==> src/pkg/vdc_pkg.sv <==
// Shared constants for the video decoder front control registers.
// Assumes a single clock domain and a sub-address register port
// driven by the serial control interface logic of the decoder.
package vdc_pkg;

   // Sub addresses of the four control registers.
   localparam logic [7:0] VDC_SUB_INPUT_CTRL  = 8'h00;
   localparam logic [7:0] VDC_SUB_BRIGHTNESS  = 8'h01;
   localparam logic [7:0] VDC_SUB_CONTRAST    = 8'h02;
   localparam logic [7:0] VDC_SUB_PHASE       = 8'h03;

   // Reset values.
   localparam logic [7:0] VDC_RST_INPUT_CTRL  = 8'hf8;
   localparam logic [7:0] VDC_RST_BRIGHTNESS  = 8'h80;
   localparam logic [7:0] VDC_RST_CONTRAST    = 8'hbd;
   localparam logic [7:0] VDC_RST_PHASE       = 8'h00;

   // Field positions of the input control register.
   localparam int         VDC_VIC_STD_HI      = 7;
   localparam int         VDC_VIC_STD_LO      = 6;
   localparam int         VDC_VIC_TRAP_DIS    = 5;
   localparam int         VDC_VIC_LPF_DIS     = 4;
   localparam int         VDC_VIC_AGC_EN      = 3;
   localparam int         VDC_VIC_MUX_HI      = 2;
   localparam int         VDC_VIC_MUX_LO      = 1;
   localparam int         VDC_VIC_UNUSED      = 0;
   localparam logic [7:0] VDC_VIC_WR_MASK     = 8'hfe;

   // Field positions of the brightness register.
   localparam int         VDC_BRI_SETUP       = 7;
   localparam int         VDC_BRI_SIGN        = 6;

   // Video standard codes.
   localparam logic [1:0] VDC_STD_PAL_BGHIN   = 2'h0;
   localparam logic [1:0] VDC_STD_PAL_M       = 2'h1;
   localparam logic [1:0] VDC_STD_PAL_CN      = 2'h2;
   localparam logic [1:0] VDC_STD_NTSC_M      = 2'h3;

   // Converter multiplexer codes, field value bit2:bit1.
   localparam logic [1:0] VDC_MUX_CVBS0       = 2'h0;
   localparam logic [1:0] VDC_MUX_CVBS1       = 2'h2;
   localparam logic [1:0] VDC_MUX_CVBS2       = 2'h1;
   localparam logic [1:0] VDC_MUX_SVIDEO      = 2'h3;

   // One-hot composite input selects.
   localparam logic [2:0] VDC_SEL_IN0         = 3'h1;
   localparam logic [2:0] VDC_SEL_IN1         = 3'h2;
   localparam logic [2:0] VDC_SEL_IN2         = 3'h4;

   // Luminance arithmetic.
   localparam logic [8:0] VDC_SETUP_HI        = 9'h049;
   localparam logic [8:0] VDC_SETUP_LO        = 9'h040;
   localparam int         VDC_CONTRAST_FRAC   = 7;
   localparam logic [7:0] VDC_LUMA_MAX        = 8'hff;

   // Chroma gain and burst target.
   localparam logic [7:0] VDC_UNITY_GAIN      = 8'h80;
   localparam logic [7:0] VDC_BURST_IRE       = 8'h14;

   // Phase adjust: span and step give the clamp limit in counts.
   localparam int         VDC_HUE_SPAN_DEG    = 30;
   localparam int         VDC_HUE_STEP_MDEG   = 250;
   localparam logic signed [7:0] VDC_HUE_LIMIT =
      8'((VDC_HUE_SPAN_DEG * 1000 / 2) / VDC_HUE_STEP_MDEG);

endpackage : vdc_pkg

==> src/verilog/vdc_luma_adjust.sv <==
// Luminance setup removal, brightness offset, contrast scale, saturation.
// Assumes luma arrives on i_clock from same-clock logic; two-cycle latency.
`timescale 1ns/1ps
module vdc_luma_adjust (
   input  wire logic       i_clock,
   input  wire logic       i_rst,
   input  wire logic       i_clk_en,
   input  wire logic [7:0] i_luma,
   input  wire logic       i_setup_73,
   input  wire logic [6:0] i_brightness,
   input  wire logic [7:0] i_contrast,
   output logic      [7:0] o_luma
);
   import vdc_pkg::*;

   typedef struct packed {
      logic signed [9:0] sum;
      logic        [7:0] luma;
   } vdc_luma_state_t;

   localparam vdc_luma_state_t VDC_LUMA_RST = '{sum: 10'sh000, luma: 8'h00};

   vdc_luma_state_t st_r;
   vdc_luma_state_t st_nxt;

   always_comb begin
      logic [16:0] prod;
      logic [9:0]  scaled;
      prod   = '0;
      scaled = '0;
      st_nxt = st_r;
      // Brightness is added after the setup level is stripped.
      st_nxt.sum = $signed({2'h0, i_luma})
                 - $signed({1'h0, i_setup_73 ? VDC_SETUP_HI : VDC_SETUP_LO})
                 + $signed({{3{i_brightness[VDC_BRI_SIGN]}}, i_brightness});
      // Negative sums clamp to black instead of wrapping.
      if (st_r.sum < 0) begin
         st_nxt.luma = 8'h00;
      end else begin
         prod   = st_r.sum[8:0] * i_contrast;
         scaled = prod[16:VDC_CONTRAST_FRAC];
         st_nxt.luma = (scaled > {2'h0, VDC_LUMA_MAX}) ? VDC_LUMA_MAX : scaled[7:0];
      end
   end

   always_ff @(posedge i_clock or posedge i_rst) begin
      if (i_rst) begin
         st_r <= VDC_LUMA_RST;
      end else if (i_clk_en) begin
         st_r <= st_nxt;
      end
   end

   assign o_luma = st_r.luma;

   a_contrast_zero_black: assert property (@(posedge i_clock) disable iff (i_rst)
      (i_clk_en && i_contrast == 8'h00) ##1 (i_clk_en && i_contrast == 8'h00)
      |=> o_luma == 8'h00)
      else $error("Zero contrast did not give black luma.");

   a_luma_clip_white: assert property (@(posedge i_clock) disable iff (i_rst)
      (i_clk_en && i_luma == 8'hff && !i_setup_73 && i_brightness == 7'h3f)
      ##1 (i_clk_en && i_contrast == 8'hff) |=> o_luma == VDC_LUMA_MAX)
      else $error("Bright luma wrapped instead of saturating.");

   a_setup_unity_path: assert property (@(posedge i_clock) disable iff (i_rst)
      (i_clk_en && i_luma == 8'h64 && i_setup_73 && i_brightness == 7'h00)
      ##1 (i_clk_en && i_contrast == VDC_UNITY_GAIN) |=> o_luma == 8'h1b)
      else $error("Setup offset of 73 not removed from luma.");

   // A full-scale factor pushes any stripped sum above half scale past white.
   c_luma_clipped: cover property (@(posedge i_clock) disable iff (i_rst)
      i_clk_en && st_r.sum > 10'sh080 && i_contrast == 8'hff);

endmodule : vdc_luma_adjust

==> src/verilog/vdc_input_regs.sv <==
// Video input and picture adjust control registers of the decoder.
// Assumes the serial control logic presents one-cycle sub-address
// write and read strobes on i_clock; the luma and AGC gain inputs
// come from same-clock datapath logic.
//
// Summary of operation
// - Input control bits 7:6 pick standard; 00 is PAL BGHIN, 4.43 MHz, 625 lines.
// - Standard code 01 is PAL M, 3.58 MHz, 60 frames, 525 lines.
// - Code 10 is combination PAL N; code 11 NTSC M and the reset default.
// - Bit 5 low enables luma subcarrier trap; high bypasses it; resets high.
// - Bit 4 low enables chroma low-pass filter; high bypasses it; resets high.
// - Bit 3 high lets chroma AGC drive burst to 20 IRE; default on.
// - Bit 3 low fixes chroma gain at exactly unity.
// - Bits 2:1 select composite input 0, 1 or 2 with codes 00, 10, 01.
// - Code 11 is S-video: luma from input 2, chroma from separate input.
// - Input control bit 0 ignores writes and always reads zero.
// - Brightness bit 7 picks setup removal of 73 when high, 64 when low.
// - Brightness bits 6:0 are a signed offset added to luma, reset zero.
// - Contrast is an unsigned 1.7 fraction multiplying luma after brightness.
// - Contrast resets to 0xbd, a factor near 1.4766.
// - Hue is a signed byte applied as chroma phase offset, reset zero.
// - Each hue count is 0.25 degree; total adjustment span is 30 degrees.
`timescale 1ns/1ps
module vdc_input_regs (
   input  wire logic        i_clock,
   input  wire logic        i_rst,
   input  wire logic        i_clk_en,
   // Sub-address register port from the serial control logic.
   input  wire logic [7:0]  i_sub_addr,
   input  wire logic        i_wr_en,
   input  wire logic [7:0]  i_wr_data,
   input  wire logic        i_rd_en,
   output logic      [7:0]  o_rd_data,
   output logic             o_rd_valid,
   // Standard selection.
   output logic      [1:0]  o_std_sel,
   output logic             o_subcarrier_443,
   output logic             o_lines_625,
   output logic             o_fps_50,
   // Filters.
   output logic             o_luma_trap_en,
   output logic             o_chroma_lpf_en,
   // Chroma gain.
   input  wire logic [7:0]  i_agc_gain,
   output logic             o_chroma_agc_en,
   output logic      [7:0]  o_burst_target_ire,
   output logic      [7:0]  o_chroma_gain,
   // Converter multiplexer.
   output logic      [2:0]  o_composite_input_sel,
   output logic             o_svideo_mode,
   output logic             o_separate_chroma_input_en,
   // Chroma phase offset, 0.25 degree per count.
   output logic signed [7:0] o_hue_phase,
   // Luminance path.
   input  wire logic [7:0]  i_luma,
   output logic      [7:0]  o_luma
);
   import vdc_pkg::*;

   typedef struct packed {
      logic        [7:0] vic;
      logic        [7:0] bri;
      logic        [7:0] con;
      logic        [7:0] hue;
      logic signed [7:0] hue_phase;
      logic        [7:0] gain;
      logic        [7:0] rd_data;
      logic              rd_valid;
   } vdc_state_t;

   localparam vdc_state_t VDC_STATE_RST = '{
      vic:       VDC_RST_INPUT_CTRL,
      bri:       VDC_RST_BRIGHTNESS,
      con:       VDC_RST_CONTRAST,
      hue:       VDC_RST_PHASE,
      hue_phase: 8'sh00,
      gain:      VDC_UNITY_GAIN,
      rd_data:   8'h00,
      rd_valid:  1'b0
   };

   vdc_state_t st_r;
   vdc_state_t st_nxt;
   logic [1:0] mux_code;

   // Read decode; an unmapped sub address answers zero.
   function automatic logic [7:0] vdc_read_word(input logic [7:0] addr,
                                                input vdc_state_t st);
      logic [7:0] word;
      word = 8'h00;
      case (addr)
         VDC_SUB_INPUT_CTRL: word = st.vic & VDC_VIC_WR_MASK;
         VDC_SUB_BRIGHTNESS: word = st.bri;
         VDC_SUB_CONTRAST:   word = st.con;
         VDC_SUB_PHASE:      word = st.hue;
         default:            word = 8'h00;
      endcase
      return word;
   endfunction : vdc_read_word

   // The register holds the full signed byte so software reads back what
   // it wrote, but the datapath only gets the documented 30 degree span.
   function automatic logic signed [7:0] vdc_hue_clamp(input logic [7:0] raw);
      logic signed [7:0] val;
      val = $signed(raw);
      if (val > VDC_HUE_LIMIT) begin
         val = VDC_HUE_LIMIT;
      end else if (val < -VDC_HUE_LIMIT) begin
         val = -VDC_HUE_LIMIT;
      end
      return val;
   endfunction : vdc_hue_clamp

   always_comb begin
      st_nxt          = st_r;
      st_nxt.rd_valid = 1'b0;
      if (i_wr_en) begin
         case (i_sub_addr)
            VDC_SUB_INPUT_CTRL: st_nxt.vic = i_wr_data & VDC_VIC_WR_MASK;
            VDC_SUB_BRIGHTNESS: st_nxt.bri = i_wr_data;
            VDC_SUB_CONTRAST:   st_nxt.con = i_wr_data;
            VDC_SUB_PHASE:      st_nxt.hue = i_wr_data;
            default:            st_nxt.vic = st_r.vic;
         endcase
      end
      // A read in the same cycle as a write returns the old contents.
      if (i_rd_en) begin
         st_nxt.rd_valid = 1'b1;
         st_nxt.rd_data  = vdc_read_word(i_sub_addr, st_r);
      end
      st_nxt.hue_phase = vdc_hue_clamp(st_r.hue);
      // The AGC loop only steers gain when enabled; otherwise unity.
      st_nxt.gain = st_r.vic[VDC_VIC_AGC_EN] ? i_agc_gain : VDC_UNITY_GAIN;
   end

   always_ff @(posedge i_clock or posedge i_rst) begin
      if (i_rst) begin
         st_r <= VDC_STATE_RST;
      end else if (i_clk_en) begin
         st_r <= st_nxt;
      end
   end

   assign o_rd_data  = st_r.rd_data;
   assign o_rd_valid = st_r.rd_valid;

   // Standard decode.
   assign o_std_sel        = st_r.vic[VDC_VIC_STD_HI:VDC_VIC_STD_LO];
   assign o_subcarrier_443 = (o_std_sel == VDC_STD_PAL_BGHIN);
   assign o_lines_625      = (o_std_sel == VDC_STD_PAL_BGHIN) || (o_std_sel == VDC_STD_PAL_CN);
   assign o_fps_50         = o_lines_625;

   // Filter controls are stored as disables.
   assign o_luma_trap_en  = ~st_r.vic[VDC_VIC_TRAP_DIS];
   assign o_chroma_lpf_en = ~st_r.vic[VDC_VIC_LPF_DIS];

   assign o_chroma_agc_en    = st_r.vic[VDC_VIC_AGC_EN];
   assign o_burst_target_ire = VDC_BURST_IRE;
   assign o_chroma_gain      = st_r.gain;

   // Converter multiplexer steering.
   assign mux_code = st_r.vic[VDC_VIC_MUX_HI:VDC_VIC_MUX_LO];

   always_comb begin
      o_composite_input_sel      = VDC_SEL_IN0;
      o_svideo_mode              = 1'b0;
      o_separate_chroma_input_en = 1'b0;
      case (mux_code)
         VDC_MUX_CVBS0: o_composite_input_sel = VDC_SEL_IN0;
         VDC_MUX_CVBS1: o_composite_input_sel = VDC_SEL_IN1;
         VDC_MUX_CVBS2: o_composite_input_sel = VDC_SEL_IN2;
         VDC_MUX_SVIDEO: begin
            o_composite_input_sel      = VDC_SEL_IN2;
            o_svideo_mode              = 1'b1;
            o_separate_chroma_input_en = 1'b1;
         end
         default: o_composite_input_sel = VDC_SEL_IN0;
      endcase
   end

   assign o_hue_phase = st_r.hue_phase;

   vdc_luma_adjust u_luma (
      .i_clock      (i_clock),
      .i_rst        (i_rst),
      .i_clk_en     (i_clk_en),
      .i_luma       (i_luma),
      .i_setup_73   (st_r.bri[VDC_BRI_SETUP]),
      .i_brightness (st_r.bri[VDC_BRI_SIGN:0]),
      .i_contrast   (st_r.con),
      .o_luma       (o_luma)
   );

   // Checks.
   a_std_write_takes: assert property (@(posedge i_clock) disable iff (i_rst)
      (i_clk_en && i_wr_en && i_sub_addr == VDC_SUB_INPUT_CTRL)
      |=> o_std_sel == $past(i_wr_data[VDC_VIC_STD_HI:VDC_VIC_STD_LO]))
      else $error("Standard field did not follow the write.");

   a_std_pal_m_525: assert property (@(posedge i_clock) disable iff (i_rst)
      o_std_sel == VDC_STD_PAL_M |-> !o_subcarrier_443 && !o_lines_625 && !o_fps_50)
      else $error("PAL M decoded with wrong carrier or line count.");

   a_std_625_codes: assert property (@(posedge i_clock) disable iff (i_rst)
      o_lines_625 |-> (o_std_sel == VDC_STD_PAL_BGHIN || o_std_sel == VDC_STD_PAL_CN))
      else $error("625 line mode flagged for a 525 line standard.");

   a_trap_write: assert property (@(posedge i_clock) disable iff (i_rst)
      (i_clk_en && i_wr_en && i_sub_addr == VDC_SUB_INPUT_CTRL)
      |=> o_luma_trap_en == !$past(i_wr_data[VDC_VIC_TRAP_DIS]))
      else $error("Trap filter enable does not match written bit.");

   a_lpf_write: assert property (@(posedge i_clock) disable iff (i_rst)
      (i_clk_en && i_wr_en && i_sub_addr == VDC_SUB_INPUT_CTRL)
      |=> o_chroma_lpf_en == !$past(i_wr_data[VDC_VIC_LPF_DIS]))
      else $error("Chroma low-pass enable does not match written bit.");

   a_agc_gain_pass: assert property (@(posedge i_clock) disable iff (i_rst)
      (i_clk_en && o_chroma_agc_en) |=> o_chroma_gain == $past(i_agc_gain))
      else $error("Chroma gain did not follow the AGC loop.");

   a_agc_off_unity: assert property (@(posedge i_clock) disable iff (i_rst)
      (i_clk_en && !o_chroma_agc_en) |=> o_chroma_gain == VDC_UNITY_GAIN)
      else $error("Chroma gain not unity with AGC off.");

   a_mux_composite: assert property (@(posedge i_clock) disable iff (i_rst)
      !o_svideo_mode |-> $onehot(o_composite_input_sel) && !o_separate_chroma_input_en)
      else $error("Composite mode selects more than one input.");

   a_mux_svideo: assert property (@(posedge i_clock) disable iff (i_rst)
      (i_clk_en && i_wr_en && i_sub_addr == VDC_SUB_INPUT_CTRL
       && i_wr_data[VDC_VIC_MUX_HI:VDC_VIC_MUX_LO] == VDC_MUX_SVIDEO)
      |=> o_svideo_mode && o_separate_chroma_input_en
          && o_composite_input_sel == VDC_SEL_IN2)
      else $error("S-video code did not route luma from input 2.");

   a_unused_bit_zero: assert property (@(posedge i_clock) disable iff (i_rst)
      (i_clk_en && i_rd_en && i_sub_addr == VDC_SUB_INPUT_CTRL)
      |=> o_rd_valid && o_rd_data[VDC_VIC_UNUSED] == 1'b0)
      else $error("Unused input control bit read back as one.");

   a_contrast_readback: assert property (@(posedge i_clock) disable iff (i_rst)
      (i_clk_en && i_wr_en && i_sub_addr == VDC_SUB_CONTRAST)
      ##1 (i_clk_en && !i_wr_en)
      ##1 (i_clk_en && i_rd_en && !i_wr_en && i_sub_addr == VDC_SUB_CONTRAST)
      |=> o_rd_data == $past(i_wr_data, 3))
      else $error("Contrast register did not hold its written value.");

   a_hue_in_span: assert property (@(posedge i_clock) disable iff (i_rst)
      o_hue_phase <= VDC_HUE_LIMIT && o_hue_phase >= -VDC_HUE_LIMIT)
      else $error("Hue phase offset outside its span.");

   a_hue_follows: assert property (@(posedge i_clock) disable iff (i_rst)
      (i_clk_en && $signed(st_r.hue) <= VDC_HUE_LIMIT && $signed(st_r.hue) >= -VDC_HUE_LIMIT)
      |=> o_hue_phase == $signed($past(st_r.hue)))
      else $error("In-range hue value not applied as phase offset.");

   c_pal_with_filters: cover property (@(posedge i_clock) disable iff (i_rst)
      o_std_sel == VDC_STD_PAL_BGHIN && o_luma_trap_en && o_chroma_lpf_en);

   c_svideo_entered: cover property (@(posedge i_clock) disable iff (i_rst)
      !o_svideo_mode ##1 o_svideo_mode);

   c_hue_clamped: cover property (@(posedge i_clock) disable iff (i_rst)
      $signed(st_r.hue) > VDC_HUE_LIMIT);

   c_read_back: cover property (@(posedge i_clock) disable iff (i_rst)
      o_rd_valid && o_rd_data != 8'h00);

endmodule : vdc_input_regs

==> config.mk <==
export PLATFORM = sky130hd
export DESIGN_NAME = vdc_input_regs
export DESIGN_NICKNAME = d
export VERILOG_FILES = /design/src/pkg/vdc_pkg.sv /design/src/verilog/vdc_luma_adjust.sv /design/src/verilog/vdc_input_regs.sv
export SDC_FILE = /design/constraint.sdc
export NUM_CORES = 1
export LEC_CHECK = 0
export BUFFER_PORTS_ARGS = -buffer_cell sky130_fd_sc_hd__buf_4
export CAP_MARGIN = 20
export CORE_MARGIN = 4
export CORE_UTILIZATION = 53
export DETAILED_ROUTE_END_ITERATION = 7
export PLACE_DENSITY = 0.78
export SETUP_SLACK_MARGIN = 0.1
export SLEW_MARGIN = 20
export SYNTH_ARGS = -nofsm -noshare
export SYNTH_HDL_FRONTEND = slang
export SYNTH_HIERARCHICAL = 1
export SYNTH_SLANG_ARGS = --single-unit
==> constraint.sdc <==
create_clock -name i_clock -period 4.8 [get_ports i_clock]
set_clock_uncertainty 0.15 [all_clocks]
set_input_delay 0.72 -clock i_clock [delete_from_list [all_inputs] [get_ports i_clock]]
set_output_delay 0.72 -clock i_clock [all_outputs]
set_load 0.01 [all_outputs]
==> flow_metrics.py, run 1 <==
metrics = {
    "outcome": {
        "status": "finished, final reports clean",
    },
    "cells_and_area": {
        "final_area_mm2": 0.00751,
        "final_nets": 816,
        "drive_above_1_share_pct": 34.1,
        "antenna_cells": 0,
        "stdcell_count": 838,
        "area_growth_pct": 19.0,
    },
    "logic_synthesis": {
        "synth.avg_cell_area_um2": 10.3,
        "synth_top_area_share_pct": 24.2,
        "synthAdderAreaFrac_pct": 22.6,
        "yosys-top-cells-area": "dfrtp_1 (24%), fa_1 (13%), ha_1 (9.3%)",
        "synth_top_family_by_area": "adder cells",
        "async_reset_ff_share_pct": 100,
        "syn_inst": 613,
        "synth.most_common_cell": "inv_1",
        "synthSimpleGateAreaFrac_pct": 14.1,
        "synth_ff_type": "dfrtp_1",
        "ys_types": 62,
        "synth_area_leader_cell": "dfrtp_1",
        "yosys_warnings": 6,
        "synth_compound_area_share_pct": 10.9,
        "syn-cell-area_mm2": 0.00632,
        "yosys-top-cells-count": "inv_1 (83), and2_1 (66), dfrtp_1 (61)",
        "synthMuxAreaShare_pct": 9.43,
        "ys_ff_latch": 74,
        "synth_edf_count": 0,
        "yosys.area_share.xor_xnor_pct": 2.36,
        "yosysSeqAreaShare_pct": 29.6,
    },
    "detailed_routing": {
        "via_count": 4692,
        "drt-pass1-iter-count": 5,
        "drt_iter0_drc": 293,
        "viasPerCell": 5.60,
        "drcViolationCount": 0,
        "wirelength_mm": 14.9,
        "ant_nets": 0,
        "wl_per_cell_um": 17.8,
    },
    "timing": {
        "rsz0062_at_grt": "true",
        "finalSetupViolations": 0,
        "max_freq_ghz": 0.210,
        "finalCriticalPeriod_ps": 4760,
        "max_slew.worst_pin.slew_ps": 792,
        "fin_crit_sh_pct": 99.2,
        "finalWorstSetupSlack_ps": 39.9,
        "hold_violations": 0,
        "relSlewSlack_pct": 47.1,
        "hold_slack_ps": 349,
        "drv_slew": 0,
    },
    "floorplanning": {
        "coreArea_mm2": 0.0116,
        "start_util_pct": 54.6,
        "die_w_um": 117,
        "pin_count": 91,
        "placement_rows": 39,
        "fp.dieH_um": 117,
        "die_area_mm2": 0.0137,
    },
    "clocking": {
        "max-clock-path-buffers": 2,
        "cts_buffers": 9,
        "clk_pin_slew_ps": 60,
        "clkSinkCount": 74,
        "cts_tree": "done",
        "clock_latency_ps": 340,
        "clockRootBuffer": "clkbuf_16",
        "cts_max_level": 3,
    },
    "placement": {
        "dp_cells": 802,
        "dpl-instance-area_mm2": 0.00685,
        "numPortBuffers": 82,
        "dp_hpwl_mm": 11.0,
        "globalplace.congestion": 0.847,
        "pre_cts_ws_ps": -18.3,
    },
    "worst_setup_path": {
        "reg2reg_to": "u_luma/o_luma[5]",
        "critPathMaxFanout": 5,
        "ff2ff_setup_slack_ps": 40,
        "critical_path_buf_inv_count": 5,
        "r2r-start": "st_r[37]",
        "critPathSlowestCell": "dfstp_2",
        "crit_chain": "buf_4 > and2_4 > fa_1 > fa_1 > fa_1 > inv_1 > fa_1 > inv_1 > ha_4 > a21oi_4 > buf_6 > o21ai_0 > a21o_1 > o2111ai_2 > o211ai_4 > buf_6 > a31oi_4",
        "worstSetupPathType": "register to register",
        "cp.required_ps": 4830,
        "cp_top_family": "adder cells",
        "crit_cells": 17,
        "cpPeakStageDelay_ps": 580,
        "critical_path.most_common_cell": "fa_1",
        "cp-end-kind": "register",
        "cp.arrival_ps": 4790,
        "reg2reg_depth": 17,
        "startpoint_type": "register",
    },
    "global_route": {
        "grt_pass1_wl_mm": 23.8,
        "grt_max_degree": 57,
        "grt_usage_pct": 22.1,
        "overflow": 0,
        "grt_pass1_vias": 4803,
        "antenna_found_initial": 0,
    },
    "power_and_ir_drop": {
        "vdd_drop_max_mv": 0.165,
        "p_leak_nw": 3.78,
        "power-per-cell-area_mw_per_mm2": 216,
        "finalPower_mw": 1.63,
    },
    "min_path": {
        "holdPathEnd": "o_chroma_gain[7]",
        "min_from": "o_chroma_gain[7]",
        "min_path_cells": 2,
        "hold_path_class": "register to register",
    },
    "job": {
        "drv_cap": 0,
    },
}
[kinds of logic after synthesis]
logic type,count (synthesis)
compound gates,95
buf+inv,137
flops,74
fa+ha+maj,89
mux,46
simple gates,153
other cells,2
xor+xnor,17
[power by group]
| group | switching [mW] | internal [mW] | total [mW] | leakage, nW |
|---|---|---|---|---|
| Combinational | 0.156 | 0.140 | 0.296 | 2.69 |
| Clock | 0.275 | 0.367 | 0.642 | 0.136 |
| Sequential | 0.0344 | 0.655 | 0.689 | 0.946 |
| Total | 0.465 | 1.16 | 1.63 | 3.78 |
[area by class of cell]
class                           count  area [um^2]
Clock buffer                       11          243
Clock inverter                      5         38.8
Fill cell                         876         4050
Inverter                           83          312
Multi-Input combinational cell    408         3990
Sequential cell                    74         1870
Tap cell                          143          179
Timing Repair Buffer              114          878
[tightest hold or removal path, stage by stage, from the launching register on]
cell     delay (ps)
dfstp_2         370
nor2_1           80
a21oi_1          50
[cells in the final DEF, fill, tap and decap left out, drive strengths merged, types with 7 or more instances in the layout]
| master | count |
|---|---|
| fa | 42 |
| o21ai | 21 |
| xor2 | 9 |
| nand3 | 8 |
| ha | 47 |
| a21oi | 18 |
| nand2 | 30 |
| buf | 114 |
| inv | 84 |
| and2 | 66 |
| conb | 8 |
| a22o | 9 |
| clkbuf | 11 |
| dfstp | 13 |
| mux2 | 38 |
| dfrtp | 61 |
| nor2b | 7 |
| mux4 | 7 |
| nor2 | 21 |
| a31oi | 8 |
| xnor2 | 8 |
[worst max path at each step]
stage / from / to / slack [ps]
after floorplan: st_r[40] / u_luma/o_luma[6] / 200
after global placement: st_r[37] / u_luma/o_luma[6] / 110
after detailed placement: st_r[37] / u_luma/o_luma[7] / -20
after CTS: st_r[35] / u_luma/o_luma[5] / 100
after global routing: st_r[37] / u_luma/o_luma[5] / -60
final: st_r[37] / u_luma/o_luma[5] / 40
[repair_timing]
| action | CTS | global route |
|---|---|---|
| setup buffers | 9 | 11 |
| pin swaps | 14 | 26 |
| resized for setup | 17 | 31 |
| endpoints found under the hold margin | 0 | 0 |
| setup endpoints to repair | 8 | 8 |
| hold buffers | 0 | 0 |
[metrics by stage]
step | TNS, ps | util [%]
after global placement | 0 | 59.2
after detailed placement | -32.4 | 59.2
after global routing | -382 | 65.0
final | 0 | 65.0
after floorplan | 0 | -
after CTS | 0 | 63.2
[state kept, by name, summed over array words and instances (netlist names)]
| name | count |
|---|---|
| u_luma/o_luma | 8 |
| o_hue_phase | 8 |
| mux_code | 2 |
| o_rd_data | 8 |
| u_luma/st_r | 10 |
| st_r | 26 |
| o_chroma_gain | 8 |
| o_rd_valid | 1 |
| o_std_sel | 2 |
| o_chroma_agc_en | 1 |
[layer usage]
layer | wire length (um) | vias to the layer above | global-route usage (%)
li1 | - | 2183 | -
met1 | 6280 | 2349 | 30.2
met2 | 7430 | 136 | 35.0
met3 | 873 | 24 | 5.30
met4 | 290 | 0 | 6.88
met5 | 0 | - | 0
Power figures use the tool's default switching activity.
==> run 2, diff against run 1 <==
ABC_AREA = 1   (was unset)
CORE_UTILIZATION = 54   (was 53)
==> flow_metrics.py, run 2 <==
metrics = {
    "logic_synthesis": {
        "syn-cell-area_mm2": 0.00685,
        "synth.most_common_cell": "nand2_1",
        "ys_ff_latch": 74,
        "yosysSeqAreaShare_pct": 27.3,
        "yosys_warnings": 6,
        "yosys-top-cells-area": "dfrtp_1 (22%), nand2_1 (14%), fa_1 (12%)",
        "yosys-top-cells-count": "nand2_1 (253), inv_1 (180), dfrtp_1 (61)",
        "syn_inst": 909,
        "synth_edf_count": 0,
        "synth_ff_type": "dfrtp_1",
        "synth_top_area_share_pct": 22.3,
        "synth.avg_cell_area_um2": 7.54,
        "async_reset_ff_share_pct": 100,
        "ys_types": 39,
        "synth_area_leader_cell": "dfrtp_1",
    },
    "clocking": {
        "cts_buffers": 9,
        "cts_max_level": 3,
        "clkSinkCount": 74,
        "max-clock-path-buffers": 2,
        "clock_latency_ps": 340,
        "clockRootBuffer": "clkbuf_16",
        "cts_tree": "done",
        "clk_pin_slew_ps": 60,
    },
    "global_route": {
        "grt_max_degree": 53,
        "grt_pass1_wl_mm": 25.6,
        "antenna_found_initial": 0,
        "grt_pass1_vias": 5460,
        "overflow": 0,
        "grt_usage_pct": 22.0,
    },
    "cells_and_area": {
        "top_register": "st_r",
        "drive_above_1_share_pct": 18.0,
        "area_growth_pct": 11.5,
        "layout_common_cells": "nand2_1 (252), inv_1 (179), buf_4 (96)",
        "largest_reg_flops": 26,
        "post-route-util_pct": 62.5,
        "antenna_cells": 0,
        "stdcell_count": 1124,
        "final_common_cell": "nand2_1",
        "final_nets": 1077,
        "reg_top3": "st_r (26), u_luma/st_r (10)",
    },
    "detailed_routing": {
        "drcViolationCount": 0,
        "wirelength_mm": 15.5,
        "ant_nets": 0,
        "viasPerCell": 5.00,
        "wl_per_cell_um": 13.7,
        "drt_iter0_drc": 275,
        "via_count": 5621,
        "drt-pass1-iter-count": 5,
    },
    "placement": {
        "dp_cells": 1096,
        "globalplace.congestion": 0.869,
        "numPortBuffers": 82,
        "dp_hpwl_mm": 11.8,
    },
    "floorplanning": {
        "start_util_pct": 56.1,
        "coreArea_mm2": 0.0122,
        "die_w_um": 121,
        "placement_rows": 40,
        "die_area_mm2": 0.0146,
        "pin_count": 91,
        "fp.dieH_um": 121,
    },
    "worst_setup_path": {
        "ff2ff_setup_slack_ps": 340,
        "startpoint_type": "register",
        "critPathMaxFanout": 8,
        "cp.arrival_ps": 4540,
        "cp.required_ps": 4870,
        "worstSetupPathType": "register to register",
        "cp-end-kind": "register",
    },
    "timing": {
        "tns_ps": 0,
        "relSlewSlack_pct": 44.8,
        "max_freq_ghz": 0.224,
        "fin_crit_sh_pct": 92.9,
        "finalSetupViolations": 0,
        "rsz0062_at_grt": "false",
        "finalCriticalPeriod_ps": 4460,
        "drv_slew": 0,
        "hold_violations": 0,
        "max_slew.worst_pin.slew_ps": 822,
    },
    "min_path": {
        "hold_path_class": "input port to async pin",
    },
    "outcome": {
        "status": "finished, final reports clean",
    },
    "job": {
        "drv_cap": 0,
    },
}
run 2: changes by cell type in the layout (fill, tap and decap cells not counted), moves of 18 or more:
| cell | before | now |
|---|---|---|
| mux2_2 | 38 | 0 |
| and2_1 | 62 | 0 |
| nand2_1 | 24 | 252 |
| nand3_1 | 7 | 51 |
| nor2_1 | 21 | 39 |
| inv_1 | 80 | 179 |
| a21oi_1 | 12 | 32 |
run 2: through the flow:
stage	worst slack [ps]	hold WS [ps]	area [um^2]
floorplan	238	300	6870
finish	339	102	7640
global placement	284	315	7200
CTS	198	95.5	7490
detailed placement	217	316	7200
global route	63.2	105	7640
run 2: logic make-up after synthesis:
| group | synth area share [%] |
|---|---|
| AOI/OAI and AO/OA | 8.07 |
| DFF | 27.3 |
| xor gates and xnor gates | 1.53 |
| adders and majority gates | 20.9 |
| buffers and inverters | 17.6 |
| other | 0.110 |
| and+or+nand+nor | 24.5 |
run 2: worst max-delay path, cell delays in order, from the launching register on:
cell and delay (ps):
dfstp_2 620, nand2_1 80, inv_1 70, fa_1 440, fa_1 480, fa_1 540, inv_1 50, fa_1 520
inv_1 40, ha_1 360, a21oi_1 230, o21ai_1 130, a21oi_2 200, nand3b_2 120, nand2_4 120, nand3_1 70
nand2_1 70, nand2_1 50
run 2: final timing paths:
check,startpoint,endpoint,cells after the start
max,st_r[35],u_luma/o_luma[0],17
min,i_rst,o_chroma_gain[1],2
max reg2reg,st_r[35],u_luma/o_luma[0],17
min reg2reg,u_luma/o_luma[2],u_luma/o_luma[2],2
max in group asynchronous,i_rst,st_r[39],3
min in group i_clock,u_luma/o_luma[2],u_luma/o_luma[2],2
run 2: routing by layer:
| metal | share of wire (%) | wire [um] | track usage (%) |
|---|---|---|---|
| met5 | 0 | 0 | 0 |
| met4 | 3.3 | 505 | 9.21 |
| met3 | 5.2 | 805 | 3.70 |
| met2 | 48 | 7370 | 36.5 |
| met1 | 44 | 6770 | 28.6 |
run 2: final cells by class:
cell class                      count  area (um^2)
Inverter                          183          687
Multi-Input combinational cell    586         3850
Fill cell                        1100         4570
Timing Repair Buffer               97          726
Tap cell                          168          210
Clock inverter                      6         65.1
Sequential cell                    74         1870
Clock buffer                       10          229
run 2: timing repair:
item	4_1_cts	5_1_grt
setup endpoints to repair	0	8
hold buffers	0	0
resized for setup	0	11
setup buffers	0	12
Power of run 2 is left out: the tool's default activity adds up to more than one toggle a clock period on the data nets, which glitch-free logic cannot reach.
==> run 3, diff against run 2 <==
CELL_PAD_IN_SITES_DETAIL_PLACEMENT = 0   (was unset)
CELL_PAD_IN_SITES_GLOBAL_PLACEMENT = 1   (was unset)
CORE_UTILIZATION = 39   (was 54)
PLACE_DENSITY = 0.8   (was 0.78)
==> flow_metrics.py, run 3 (synthesis gave the netlist of run 2 again) <==
metrics = {
    "clocking": {
        "clkSinkCount": 74,
        "clk_pin_slew_ps": 60,
        "max-clock-path-buffers": 2,
        "cts_max_level": 3,
        "cts_buffers": 9,
        "cts_tree": "done",
        "clock_latency_ps": 340,
        "clockRootBuffer": "clkbuf_16",
    },
    "floorplanning": {
        "start_util_pct": 39.7,
        "placement_rows": 48,
        "coreArea_mm2": 0.0172,
        "die_w_um": 141,
        "pin_count": 91,
        "fp.dieH_um": 141,
        "die_area_mm2": 0.0197,
    },
    "cells_and_area": {
        "nFillCells": 1769,
        "area_growth_pct": 13.6,
        "seq_area_mm2": 0.00187,
        "top_register": "st_r",
        "largest_reg_flops": 26,
        "multi_input_area_mm2": 0.00385,
        "reg_top3": "st_r (26), u_luma/st_r (10)",
        "final_nets": 1085,
        "antenna_cells": 0,
        "layout_common_cells": "nand2_1 (250), inv_1 (179), buf_4 (104)",
        "drive_above_1_share_pct": 19.0,
        "final_common_cell": "nand2_1",
    },
    "min_path": {
        "hold_path_class": "register to register",
    },
    "global_route": {
        "antenna_found_initial": 0,
        "grt_busiest_layer": "met2",
        "overflow": 0,
        "met3_usage_pct": 3.11,
        "grt_max_degree": 30,
        "gr-usage-met1_pct": 22.4,
        "grt_pass1_wl_mm": 26.9,
        "met2_usage_pct": 29.3,
        "grt_usage_pct": 17.0,
        "grt_pass1_vias": 5306,
    },
    "timing": {
        "rsz0062_at_grt": "true",
        "finalSetupViolations": 0,
        "drv_slew": 0,
        "max_freq_ghz": 0.223,
        "fin_crit_sh_pct": 93.2,
        "tns_ps": 0,
        "max_slew.worst_pin.slew_ps": 846,
        "relSlewSlack_pct": 43.2,
        "finalCriticalPeriod_ps": 4480,
        "hold_violations": 0,
    },
    "placement": {
        "globalplace.congestion": 0.864,
        "numPortBuffers": 82,
        "dp_hpwl_mm": 13.1,
    },
    "detailed_routing": {
        "viasPerCell": 4.65,
        "drt_iter0_drc": 224,
        "drt-pass1-iter-count": 4,
        "ant_nets": 0,
        "drcViolationCount": 0,
        "wirelength_mm": 16.6,
        "via_count": 5528,
        "wl_per_cell_um": 14.0,
    },
    "worst_setup_path": {
        "cp.required_ps": 4870,
        "critPathMaxFanout": 8,
        "cp.arrival_ps": 4550,
        "cp-end-kind": "register",
        "startpoint_type": "register",
        "worstSetupPathType": "register to register",
    },
    "job": {
        "drv_cap": 0,
    },
    "outcome": {
        "status": "finished, final reports clean",
    },
}
## run 3: what timing repair did
item,4_1_cts,5_1_grt
hold endpoints to repair,0,0
resized for setup,0,14
endpoints found under the setup margin,0,8
hold buffers,0,0
buffers inserted,0,16
## run 3: worst paths after layout
kind	start	to	slack, ps	depth (start not counted)
setup / recovery	st_r[38]	u_luma/o_luma[0]	320	17
hold / removal	o_rd_valid	o_rd_valid	320	2
setup reg to reg	st_r[38]	u_luma/o_luma[0]	320	17
hold reg to reg	o_rd_valid	o_rd_valid	320	2
max in group asynchronous	i_rst	o_chroma_gain[7]	3330	3
min in group asynchronous	i_rst	mux_code[0]	330	2
## run 3: per-stage QoR
step / utilization (%) / setup WS [ps] / std cells / cell area, um^2 / hold WS (ps)
2_1_floorplan: - / 238 / 915 / 6870 / 300
3_3_place_gp: 42.4 / 252 / 1157 / 7300 / 308
3_5_place_dp: 42.4 / 182 / 1157 / 7300 / 310
4_1_cts: 44.2 / 185 / 1173 / 7610 / 326
5_1_grt: 45.2 / 62.5 / 1189 / 7780 / 346
6_report: 45.2 / 324 / 1189 / 7780 / 321
## run 3: critical path, cell delays in order (launching register included)
cell,delay (ps)
dfstp_2,590
buf_2,200
buf_4,130
nand2_1,50
inv_1,80
fa_1,430
fa_1,520
fa_1,460
ha_1,300
ha_1,400
a21oi_1,250
o21ai_0,170
a21oi_2,180
nand3_1,140
nand2_4,120
nand3_1,80
nand2_1,60
nand2_1,60
## run 3: area by class of cell
cell class,instances,share of cell area (%)
flip-flops and latches,74,24.0
repair buffers,105,10.1
inverters,183,8.82
well taps,225,3.62
clock inverters,6,0.900
clock buffers,10,3.07
multi-input cells,586,49.5
## run 3: layer usage
metal,part of all wire (%),vias to the layer above,wire (um)
met5,0,-,0
met2,49,93,8190
li1,-,2824,-
met4,0.93,0,155
met3,3.5,14,578
met1,46,2597,7690
Power of run 3 is left out for the same reason.
